`src/hw/ilas_cfg_pkg.sv`:
```
// constants, register map and mode table for the alignment-sequence configuration generator
// assumes a single core clock domain and an APB register port
`default_nettype none
package ilas_cfg_pkg;
  // register byte offsets
  localparam logic [7:0] CTRL_OFS = 8'h00;
  localparam logic [7:0] CFG_OFS = 8'h04;
  localparam logic [7:0] PARAM_OFS = 8'h08;
  localparam logic [7:0] STAT_OFS = 8'h0c;
  // reset values
  localparam logic [3:0] FMT_RST = 4'h0;
  localparam logic [7:0] DEV_ID_RST = 8'h00;
  localparam logic [7:0] FPMF_M1_RST = 8'h03;
  // fixed field values
  localparam logic [2:0] JESDV_VAL = 3'h1;
  localparam logic [2:0] SUBCLASSV_VAL = 3'h1;
  localparam logic [9:0] K_EXT_NUM = 10'h100; // 8 x 32 octets per multiblock unit
  // octet positions in one lane's configuration data
  localparam logic [3:0] OCT_DID = 4'h0;
  localparam logic [3:0] OCT_ADJ = 4'h1;
  localparam logic [3:0] OCT_LID = 4'h2;
  localparam logic [3:0] OCT_L = 4'h3;
  localparam logic [3:0] OCT_F = 4'h4;
  localparam logic [3:0] OCT_K = 4'h5;
  localparam logic [3:0] OCT_M = 4'h6;
  localparam logic [3:0] OCT_N = 4'h7;
  localparam logic [3:0] OCT_NP = 4'h8;
  localparam logic [3:0] OCT_S = 4'h9;
  localparam logic [3:0] OCT_HD = 4'ha;
  localparam logic [3:0] OCT_RES1 = 4'hb;
  localparam logic [3:0] OCT_RES2 = 4'hc;
  localparam logic [3:0] OCT_CHK = 4'hd;

  typedef enum logic [1:0] {
    ST_IDLE = 2'b01,
    ST_SEND = 2'b10
  } seq_state_t;

  typedef struct packed {
    logic ok;
    logic enc64;
    logic hd;
    logic [3:0] l;
    logic [3:0] m;
    logic [3:0] f;
    logic [2:0] s;
    logic [4:0] n;
    logic [1:0] e;
  } mode_param_t;

  function automatic mode_param_t mk(input logic enc64, input logic hd, input logic [3:0] l,
                                     input logic [3:0] m, input logic [3:0] f,
                                     input logic [2:0] s, input logic [4:0] n,
                                     input logic [1:0] e);
    mk = '{ok: 1'b1, enc64: enc64, hd: hd, l: l, m: m, f: f, s: s, n: n, e: e};
  endfunction

  // one entry per defined link format; all others are flagged invalid
  function automatic mode_param_t mode_lookup(input logic [3:0] sel);
    case (sel)
      4'h0: mode_lookup = mk(1'b0, 1'b0, 4'h8, 4'h8, 4'h8, 3'h5, 5'h0c, 2'h0);
      4'h1: mode_lookup = mk(1'b0, 1'b1, 4'h6, 4'h4, 4'h2, 3'h2, 5'h0c, 2'h0);
      4'h2: mode_lookup = mk(1'b0, 1'b0, 4'h4, 4'h4, 4'h1, 3'h1, 5'h08, 2'h0);
      4'h3: mode_lookup = mk(1'b0, 1'b0, 4'h4, 4'h4, 4'h5, 3'h4, 5'h0a, 2'h0);
      4'h4: mode_lookup = mk(1'b1, 1'b1, 4'h3, 4'h4, 4'h2, 3'h1, 5'h0c, 2'h1);
      4'h5: mode_lookup = mk(1'b1, 1'b0, 4'h2, 4'h4, 4'h2, 3'h1, 5'h08, 2'h1);
      4'h6: mode_lookup = mk(1'b1, 1'b1, 4'h6, 4'h4, 4'h2, 3'h2, 5'h0c, 2'h1);
      4'h7: mode_lookup = mk(1'b1, 1'b0, 4'h4, 4'h4, 4'h1, 3'h1, 5'h08, 2'h1);
      4'h8: mode_lookup = mk(1'b1, 1'b0, 4'h4, 4'h4, 4'h3, 3'h2, 5'h0c, 2'h3);
      4'h9: mode_lookup = mk(1'b0, 1'b0, 4'h8, 4'h4, 4'h1, 3'h2, 5'h08, 2'h0);
      4'ha: mode_lookup = mk(1'b0, 1'b0, 4'h8, 4'h8, 4'h5, 3'h4, 5'h0a, 2'h0);
      4'he: mode_lookup = mk(1'b1, 1'b0, 4'h8, 4'h8, 4'h3, 3'h2, 5'h0c, 2'h3);
      default: mode_lookup = '0;
    endcase
  endfunction
endpackage
`default_nettype wire

```
`src/hw/ilas_link_config_generator.sv`:
```
// alignment-sequence configuration generator: APB registers, mode decode, per-lane octet stream
// assumes APB master and link layer on core_clk; ilas_start comes from same-clock logic
//
// Operation
// RL1: adjustment amount field always zero
// RL2: adjustment direction field always zero
// RL3: control words, bank id, reserved fields zero
// RL4: control bits per sample reported zero
// RL5: high-density field reported zero
// RL6: device id field from user register
// RL7: frames per multiframe from user register
// RL8: checksum is field sum modulo 256
// RL9: octets per frame from selected mode
// RL10: each active lane gets distinct lane id
// RL11: converter count as dictated by mode
// RL12: bits per sample from selected mode
// RL13: samples per converter from selected mode
// RL14: all derived fields from one selector
// RL15: host selects only defined modes
// RL16: host keeps frame count within mode limits
// RL17: configuration data sent only in 8B/10B
// RL18: no alignment sequence in 64B/66B modes
// RL19: 64B/66B frame count fixed by formula
// RL20: revision and subclass fields equal one
// RL21: scrambler field follows scrambler enable
`default_nettype none
module ilas_link_config_generator
  import ilas_cfg_pkg::*;
#(
  parameter int ADDR_W = 8
) (
  input wire logic core_clk,
  input wire logic arst_n,
  input wire logic psel,
  input wire logic penable,
  input wire logic pwrite,
  input wire logic [ADDR_W-1:0] paddr,
  input wire logic [31:0] pwdata,
  input wire logic [3:0] pstrb,
  output logic [31:0] prdata,
  output logic pready,
  output logic pslverr,
  input wire logic ilas_start,
  input wire logic cfg_ready,
  output logic cfg_valid,
  output logic [7:0] cfg_octet,
  output logic [3:0] cfg_index,
  output logic [2:0] cfg_lane,
  output logic cfg_last
);

  logic [3:0] link_format_selector;
  logic scrambler_en;
  logic link_en;
  logic [7:0] device_id;
  logic [7:0] frames_per_multiframe_minus_one;
  mode_param_t mp;
  logic [9:0] k_eff;
  logic [7:0] base_sum;
  seq_state_t state;
  logic setup;
  logic wr_en;
  logic mapped;
  logic [31:0] rd_word;
  logic [3:0] sel_index;
  logic [2:0] sel_lane;
  logic [7:0] sel_octet;
  logic accept;
  logic take_start;
  logic [7:0] l1, f1, m1, n1, s1;
  logic [6:0] sent_cnt;
  logic [6:0] set_len;

  // mode decode: every derived field comes from the one selector
  assign mp = mode_lookup(link_format_selector); // RL14 RL11 RL12 RL13 RL9
  assign l1 = {4'h0, mp.l - 4'h1};
  assign f1 = {4'h0, mp.f - 4'h1};
  assign m1 = {4'h0, mp.m - 4'h1};
  assign n1 = {3'h0, mp.n - 5'h01};
  assign s1 = {5'h0, mp.s - 3'h1};

  // effective frames per multiframe, fixed by formula in 64B/66B formats
  always_comb begin
    if (mp.enc64 && mp.f != 4'h0) begin
      k_eff = (K_EXT_NUM * {8'h00, mp.e}) / {6'h00, mp.f}; // RL19
    end else begin
      k_eff = {2'h0, frames_per_multiframe_minus_one} + 10'h001; // RL7
    end
  end

  // field sum for lane 0; adjustment, bank, cs, hd, cf and reserved add nothing
  assign base_sum = device_id + {7'h00, scrambler_en} + l1 + f1 + frames_per_multiframe_minus_one
                  + m1 + n1 + {5'h00, SUBCLASSV_VAL} + n1 + {5'h00, JESDV_VAL} + s1; // RL8

  // apb decode; zero wait states
  assign setup = psel && !penable;
  assign wr_en = psel && penable && pwrite;
  assign pready = 1'b1;
  assign mapped = paddr[ADDR_W-1:0] == ADDR_W'(CTRL_OFS) || paddr == ADDR_W'(CFG_OFS)
               || paddr == ADDR_W'(PARAM_OFS) || paddr == ADDR_W'(STAT_OFS);

  // control register; format and scrambler frozen while the link runs
  always_ff @(posedge core_clk or negedge arst_n) begin
    if (!arst_n) begin
      link_format_selector <= FMT_RST;
      scrambler_en <= 1'b0;
      link_en <= 1'b0;
    end else if (wr_en && paddr == ADDR_W'(CTRL_OFS) && pstrb[0]) begin
      link_en <= pwdata[5];
      if (!link_en) begin
        link_format_selector <= pwdata[3:0]; // RL14
        scrambler_en <= pwdata[4]; // RL21
      end
    end
  end

  // configuration register; device id and frame count, frozen while the link runs
  always_ff @(posedge core_clk or negedge arst_n) begin
    if (!arst_n) begin
      device_id <= DEV_ID_RST;
      frames_per_multiframe_minus_one <= FPMF_M1_RST;
    end else if (wr_en && paddr == ADDR_W'(CFG_OFS) && !link_en) begin
      if (pstrb[0]) begin
        device_id <= pwdata[7:0]; // RL6
      end
      if (pstrb[1]) begin
        frames_per_multiframe_minus_one <= pwdata[15:8]; // RL7
      end
    end
  end

  // read mux
  always_comb begin
    rd_word = 32'h0;
    case (paddr)
      ADDR_W'(CTRL_OFS): rd_word = {26'h0, link_en, scrambler_en, link_format_selector};
      ADDR_W'(CFG_OFS): rd_word = {16'h0, frames_per_multiframe_minus_one, device_id};
      ADDR_W'(PARAM_OFS): rd_word = {4'h0, !mp.ok, mp.enc64, n1[4:0], n1[4:0],
                                     1'b0, s1[2:0], mp.f, mp.m, mp.l};
      ADDR_W'(STAT_OFS): rd_word = {7'h0, state == ST_SEND, base_sum, 6'h0, k_eff};
      default: rd_word = 32'h0;
    endcase
  end

  // read data captured in setup, error flagged on unmapped or read-only write
  always_ff @(posedge core_clk or negedge arst_n) begin
    if (!arst_n) begin
      prdata <= 32'h0;
      pslverr <= 1'b0;
    end else if (setup) begin
      prdata <= rd_word;
      pslverr <= !mapped || (pwrite && (paddr == ADDR_W'(PARAM_OFS)
                                    || paddr == ADDR_W'(STAT_OFS)));
    end
  end

  // octet assembly for the selected lane and position
  always_comb begin
    sel_octet = 8'h00; // adjustment, bank, hd, cf, reserved stay zero
    case (sel_index)
      OCT_DID: sel_octet = device_id; // RL6
      OCT_ADJ: sel_octet = 8'h00; // RL1 RL3
      OCT_LID: sel_octet = {5'h00, sel_lane}; // RL2 RL10
      OCT_L: sel_octet = {scrambler_en, 2'h0, l1[4:0]}; // RL21
      OCT_F: sel_octet = f1; // RL9
      OCT_K: sel_octet = frames_per_multiframe_minus_one; // RL7
      OCT_M: sel_octet = m1; // RL11
      OCT_N: sel_octet = {3'h0, n1[4:0]}; // RL4 RL12
      OCT_NP: sel_octet = {SUBCLASSV_VAL, n1[4:0]}; // RL20 RL12
      OCT_S: sel_octet = {JESDV_VAL, s1[4:0]}; // RL20 RL13
      OCT_HD: sel_octet = 8'h00; // RL5 RL3
      OCT_RES1: sel_octet = 8'h00; // RL3
      OCT_RES2: sel_octet = 8'h00; // RL3
      OCT_CHK: sel_octet = base_sum + {5'h00, sel_lane}; // RL8
      default: sel_octet = 8'h00;
    endcase
  end

  // start only in an enabled, valid 8B/10B format
  assign take_start = state == ST_IDLE && ilas_start && link_en && mp.ok && !mp.enc64; // RL17 RL18
  assign accept = cfg_valid && cfg_ready;

  // next position in the lane-by-lane walk
  always_comb begin
    sel_index = OCT_DID;
    sel_lane = 3'h0;
    if (state == ST_SEND) begin
      if (cfg_index == OCT_CHK) begin
        sel_lane = cfg_lane + 3'h1; // RL10
      end else begin
        sel_index = cfg_index + 4'h1;
        sel_lane = cfg_lane;
      end
    end
  end

  // sequence state
  always_ff @(posedge core_clk or negedge arst_n) begin
    if (!arst_n) begin
      state <= ST_IDLE;
    end else begin
      case (state)
        ST_IDLE: if (take_start) state <= ST_SEND;
        ST_SEND: if (accept && cfg_last) state <= ST_IDLE;
        default: state <= ST_IDLE;
      endcase
    end
  end

  // octet stream registers
  always_ff @(posedge core_clk or negedge arst_n) begin
    if (!arst_n) begin
      cfg_valid <= 1'b0;
      cfg_octet <= 8'h00;
      cfg_index <= OCT_DID;
      cfg_lane <= 3'h0;
      cfg_last <= 1'b0;
    end else if (take_start || (accept && !cfg_last)) begin
      cfg_valid <= 1'b1;
      cfg_octet <= sel_octet;
      cfg_index <= sel_index;
      cfg_lane <= sel_lane;
      cfg_last <= sel_index == OCT_CHK && {1'b0, sel_lane} == mp.l - 4'h1;
    end else if (accept) begin
      cfg_valid <= 1'b0;
      cfg_last <= 1'b0;
    end
  end

  // whole-set length: fourteen octets for every lane of the format
  assign set_len = ({3'h0, OCT_CHK} + 7'h01) * {3'h0, mp.l}; // RL17

  // octets taken since the last start; read by the length check only
  always_ff @(posedge core_clk or negedge arst_n) begin
    if (!arst_n) begin
      sent_cnt <= 7'h00;
    end else if (take_start) begin
      sent_cnt <= 7'h00;
    end else if (accept) begin
      sent_cnt <= sent_cnt + 7'h01;
    end
  end
endmodule
`default_nettype wire

```
`config.mk`:
```
export PLATFORM = sky130hd
export DESIGN_NAME = ilas_link_config_generator
export DESIGN_NICKNAME = d
export VERILOG_FILES = /design/src/hw/ilas_cfg_pkg.sv /design/src/hw/ilas_link_config_generator.sv
export SDC_FILE = /design/constraint.sdc
export NUM_CORES = 1
export LEC_CHECK = 0
export BUFFER_PORTS_ARGS = -buffer_cell sky130_fd_sc_hd__buf_2
export CAP_MARGIN = 20
export CORE_ASPECT_RATIO = 1.4
export CORE_MARGIN = 5
export CORE_UTILIZATION = 60
export DETAILED_ROUTE_END_ITERATION = 10
export GPL_TIMING_DRIVEN = 0
export PLACE_DENSITY = 0.83
export SYNTH_ARGS = -nofsm -noshare
export SYNTH_HDL_FRONTEND = slang
export SYNTH_SLANG_ARGS = --single-unit
```
`constraint.sdc`:
```
create_clock -name core_clk -period 18.3 [get_ports core_clk]
set_clock_uncertainty 0.2 [all_clocks]
set_input_delay 5.49 -clock core_clk [delete_from_list [all_inputs] [get_ports core_clk]]
set_output_delay 5.49 -clock core_clk [all_outputs]
set_load 0.03 [all_outputs]
```
; ---- Word-level counts from Yosys, hierarchy flattened
; Memories as Yosys holds them, arrays and structs flattened.
; Cells that the tools add are included.
[totals]
regBits = 74
rom_bits = 336
inputBits = 51
out_inout_bits = 51
wordCells = 103
memories = 1
[mem_list]
columns = name, depth, word_bits, read_ports, rd_ports_with_merged_regs, write_ports, line_no
row1 = (name not given), 16, 21, 1, 0, 0, ilas_cfg_pkg.sv:60  ; case (sel)
[op_classes]
add_sub_neg = 19
n_div = 1
eq_ne = 18
mux = 13
n_bitwise = 1
reduce_logical = 37
[ops]
columns = cell, n
row1 = $pmux W28 S4, 1
row2 = $pmux W8 S10, 1
row3 = $add A8 B4 Y8, 3
row4 = $logic_and A1 B1 Y1, 17
row5 = $add A8 B1 Y8 const B, 2
row6 = $add A8 B3 Y8, 2
row7 = $add A8 B5 Y8, 2
row8 = $eq A4 B3 Y1 const B, 4
row9 = $eq A4 B4 Y1 const B, 4
row10 = $eq A8 B4 Y1 const B, 2
row11 = $sub A4 B1 Y4 const B, 3
row12 = $div A10 B4 Y10, 1
row13 = $mux W10, 1
row14 = $add A8 B1 Y9 const B, 1
row15 = $add A8 B1 Y8, 1
row16 = $add A8 B8 Y8, 1
row17 = $eq A4 B2 Y1 const B, 2
row18 = $eq A8 B3 Y1 const B, 1
row19 = $logic_not A8 Y1, 1
row20 = $mux W4, 2
row21 = $reduce_and A2 Y1, 4
row22 = $logic_not A1 Y1, 6
row23 = $logic_or A1 B1 Y1, 6
row24 = $mux W3, 2
row25 = 16 further kinds, 19

; ---- Depth between registers and ports, before layout
; An unclocked memory read counts as a cell.
[depth]
ltp_word = 13
mapped_depth = 79
ltp_nobuf = 73

; ---- Worst setup path before layout
; Ideal clock, no wire load.
[synth_timing]
path_type = register -> register
startpoint = register link_format_selector[0]
endpoint = register prdata[0]
setup_time_ns = 0.132
arrival_time_ns = 14.897
required_ns = 17.968
setup_slack_ns = 3.071
stages_incl_launch_ff = 75
path_buffers = 8
synth_period_minus_slack_ns = 15.229
cell_sequence = dfrtp_1 > ha_1 > mux2i_1 > mux2i_4 > inv_2 > buf_2 > buf_1 > ha_1 > a31o_2 > a21boi_0 > ha_1 > or2_2 > a32o_1 > inv_1 > ha_1 > ha_1 > nor2_1 > o221a_2 > [... 39 more ...] > nand2_1 > nor2_1 > clkbuf_1 > o31ai_1 > ha_1 > o21a_1 > o21ai_0 > nand2b_1 > or2_2 > or4_4 > o31ai_1 > ha_1 > nand3_1 > o21ai_0 > a21oi_1 > o211ai_1 > o32ai_1 > a31oi_1
[synth_between]
elab_chain_cells = 5
elab_cells_between_ends = 6
classes_between = 1 x div / 2 x mux / 2 x reduce/logical / 1 x memory
[synth_rtl]
columns = element, line_no
row1 = "start, declared", ilas_link_config_generator.sv:52  ; logic [3:0] link_format_selector;
row2 = "start signal, assigned", ilas_link_config_generator.sv:111  ; link_format_selector <= pwdata[3:0];
row3 = branches (longest 4 deep; another with $mem_v2 Z16 W21), -
row4 = $pmux W28 S4 (*), ilas_link_config_generator.sv:135  ; case (paddr)
row5 = "end signal, assigned", ilas_link_config_generator.sv:151  ; prdata <= rd_word;
row6 = "end, declared", ilas_link_config_generator.sv:40  ; output logic [31:0] prdata,
; Mark *: on every way between the ends.
; A chain may end at the register's enable or synchronous reset.

; ---- Worst setup path after layout
; Same ends and word-level chain as after synthesis.

==> results.json <==
{
  "hold_path_class": "reg -> reg",
  "clock_latency_ps": 340,
  "cts_hold_buf": 0,
  "synth_seq_cells": 70,
  "power.density_nw_per_um2": 92.51,
  "avgRoutedWirePerCell_um": 19.68,
  "syn_inst": 920,
  "root_buffer": "clkbuf_16",
  "drtIter0Drc": 766,
  "placed_area_um2": 8234,
  "crit_fanout": 15,
  "grt_antenna_before_repair": 0,
  "synth_warnings": 0,
  "synth.distinct_cells": 88,
  "drc": 0,
  "async_flop_share_pct": 100.0,
  "cts.clk_slew.worst_paths_ps": 60,
  "port_buffers": 78,
  "globalplace.congestion": 1.015,
  "dr.pass1.iters": 6,
  "wirelength_um": 23020,
  "slowest_stage": "or4_4",
  "grt_first_pass_wirelength_um": 37140,
  "max_stage_delay_ps": 570,
  "arrival_ps": 16720,
  "fin_crit_sh_pct": 91.27,
  "finalHoldViolCount": 0,
  "synth-seq-area-share_pct": 22.98,
  "setup_viol": 0,
  "via_per_inst": 6.420,
  "maxCapViolCount": 0,
  "drv_slew": 0,
  "grt.met2_usage_pct": 54.74,
  "min_path_cells": 2,
  "clock.fmax_ghz": 0.05987,
  "tritoncts": "done",
  "numCtsBuffers": 9,
  "antennaDiodeCount": 0,
  "die_h_um": 143.5,
  "ff_latch_area_um2": 1755,
  "status": "complete, no violations",
  "tightest_slew_ps": 1147,
  "synth_area_per_cell_um2": 8.301,
  "ios": 102,
  "drtAntennaViolNets": 0,
  "use_met1_pct": 34.13,
  "multi_input_area_um2": 5468,
  "synthFlopType": "dfrtp_1",
  "crit_top_cell": "ha_1",
  "top_usage_layer": "met2",
  "final_area_um2": 8582,
  "core_um2": 12430,
  "placementRows": 48,
  "setup_tns_ps": 0,
  "grt_pass1_vias": 7417,
  "hpwl_um": 18080,
  "vias": 7511,
  "rsz0062_at_grt": "false",
  "cts_sinks": 70,
  "ir_worst_vdd_mv": 0.1105,
  "total_power_uw": 793.9,
  "grt-ovfl-total": 0,
  "r2r_cells": 72,
  "crit_type": "reg -> reg",
  "p_leak_uw": 0.004068,
  "grt_use_met3_pct": 4.584,
  "fillers": 1046,
  "layout-drive-gt1-share_pct": 17.75,
  "pre_cts_slack_ps": 449.9,
  "htreeDepth": 3,
  "cp_data_required_time_ps": 18320,
  "syn_to_final_growth_pct": 12.37,
  "grt_max_degree": 71,
  "final_period_minus_worst_setup_slack_ps": 16700,
  "slew_headroom_pct": 22.90,
  "cts_buffer_depth": 2,
  "start_util_pct": 61.43,
  "syn_area_um2": 7637,
  "endpoint_kind": "register",
  "die_w_um": 105.4,
  "fin_nets": 1149,
  "synth-edff-count": 0,
  "dieArea_um2": 15120,
  "setup.worst_path.start_class": "register",
  "grt.total_usage_pct": 30.68,
  "finalWorstSetupSlack_ps": 1597
}
## layout by cell type, fill, tap and decap left out, drive strengths merged, types with 10 or more instances in the layout
cell,instances
a31oi,10
a21oi,60
a211oi,12
xnor2,42
buf,95
a21o,21
o21a,12
clkbuf,38
nand4,10
nand2,82
o21ai,68
xor2,13
nand3,24
fa,18
ha,65
mux2,31
and2,13
inv,69
nor3,22
nand2b,12
o31ai,15
dfrtp,67
nor2,75
mux2i,15
nor2b,13
## per-layer routing
| metal | vias up | wire length, µm |
|---|---|---|
| li1 | 3496 | - |
| met5 | - | 0 |
| met4 | 0 | 1634 |
| met1 | 3521 | 8374 |
| met3 | 114 | 1634 |
| met2 | 380 | 11380 |
## power breakdown
part	switching, µW	internal [µW]
combinational	273	164
clock	73.7	107
sequential	9.82	165
total	357	437
## critical path, delay by kind of cell (launching register included)
kind,cells,cell delay [ps]
fa+ha+maj,12,3810
mux,4,1320
flops,1,530
buf+inv,10,1930
compound gates,25,4290
simple gates,21,4490
## registers in the layout, indices dropped and copies added, names as in the netlist
name                             count
prdata                              28
cfg_octet                            8
link_format_selector                 4
frames_per_multiframe_minus_one      8
cfg_index                            4
device_id                            8
scrambler_en                         1
cfg_lane                             3
cfg_last                             1
pslverr                              1
link_en                              1
state                                2
cfg_valid                            1
## Yosys cell counts (all sizes together) (10+ instances only)
cell type	n	area (µm²)
nand2	82	307.8
nor2	75	286.5
o21ai	68	340.3
dfrtp	67	1677
ha	65	813.3
inv	65	244.0
a21oi	60	307.8
xnor2	42	367.9
mux2	31	356.6
clkbuf	29	108.9
nand3	24	120.1
nor3	22	110.1
a21o	21	157.7
fa	18	360.4
mux2i	15	162.7
o31ai	15	131.4
buf	14	88.83
and2	13	81.33
nor2b	13	81.33
xor2	13	113.9
a211oi	12	127.6
nand2b	12	82.58
o21a	12	90.09
a31oi	10	77.57
nand4	10	68.81
## logic make-up after synthesis
logic type                 Yosys count  share of synthesized area [%]
and+or+nand+nor                    290                          18.64
AOI/OAI and AO/OA                  265                          23.89
buffers and inverters              108                          5.783
adders and majority gates           84                          15.50
DFF                                 70                          22.99
xor gates and xnor gates            55                          6.307
muxes                               46                          6.799
other                                2                        0.09833
## timing repair
item | 4_1_cts | 5_1_grt
resized for setup | 0 | 15
setup buffers | 0 | 1
setup endpoints to repair | 0 | 2
## cell type report
| type | instances | area share [%] |
|---|---|---|
| Buffer | 42 | 2.347 |
| Multi-Input combinational cell | 745 | 63.71 |
| Sequential cell | 70 | 20.45 |
| Timing Repair Buffer | 82 | 4.913 |
| Clock buffer | 9 | 2.624 |
| Inverter | 65 | 2.843 |
| Clock inverter | 7 | 0.9185 |
| Tap cell | 150 | 2.187 |
## worst paths after layout
| kind | from | slack (ps) | end |
|---|---|---|---|
| worst min register to register | prdata[15]$_DFFE_PN0P_ | 260 | prdata[15]$_DFFE_PN0P_ |
| worst max register to register | link_format_selector[0]$_DFFE_PN0P_ | 1600 | prdata[0]$_DFFE_PN0P_ |
| worst max-delay path | link_format_selector[0]$_DFFE_PN0P_ | 1600 | prdata[0]$_DFFE_PN0P_ |
| worst min-delay path | prdata[15]$_DFFE_PN0P_ | 260 | prdata[15]$_DFFE_PN0P_ |
| max in group asynchronous | arst_n | 12250 | device_id[0]$_DFFE_PN0P_ |
| min in group asynchronous | arst_n | 5070 | device_id[6]$_DFFE_PN0P_ |
## stage by stage
step,utilization (%),hold slack [ps],std cells
2_1_floorplan,-,302.5,923
3_3_place_gp,66.17,248.6,1151
3_5_place_dp,66.23,252.3,1152
4_1_cts,68.68,265.9,1168
5_1_grt,69.03,287.2,1170
6_report,69.03,264.6,1170
(Power assumes the default switching activity.)
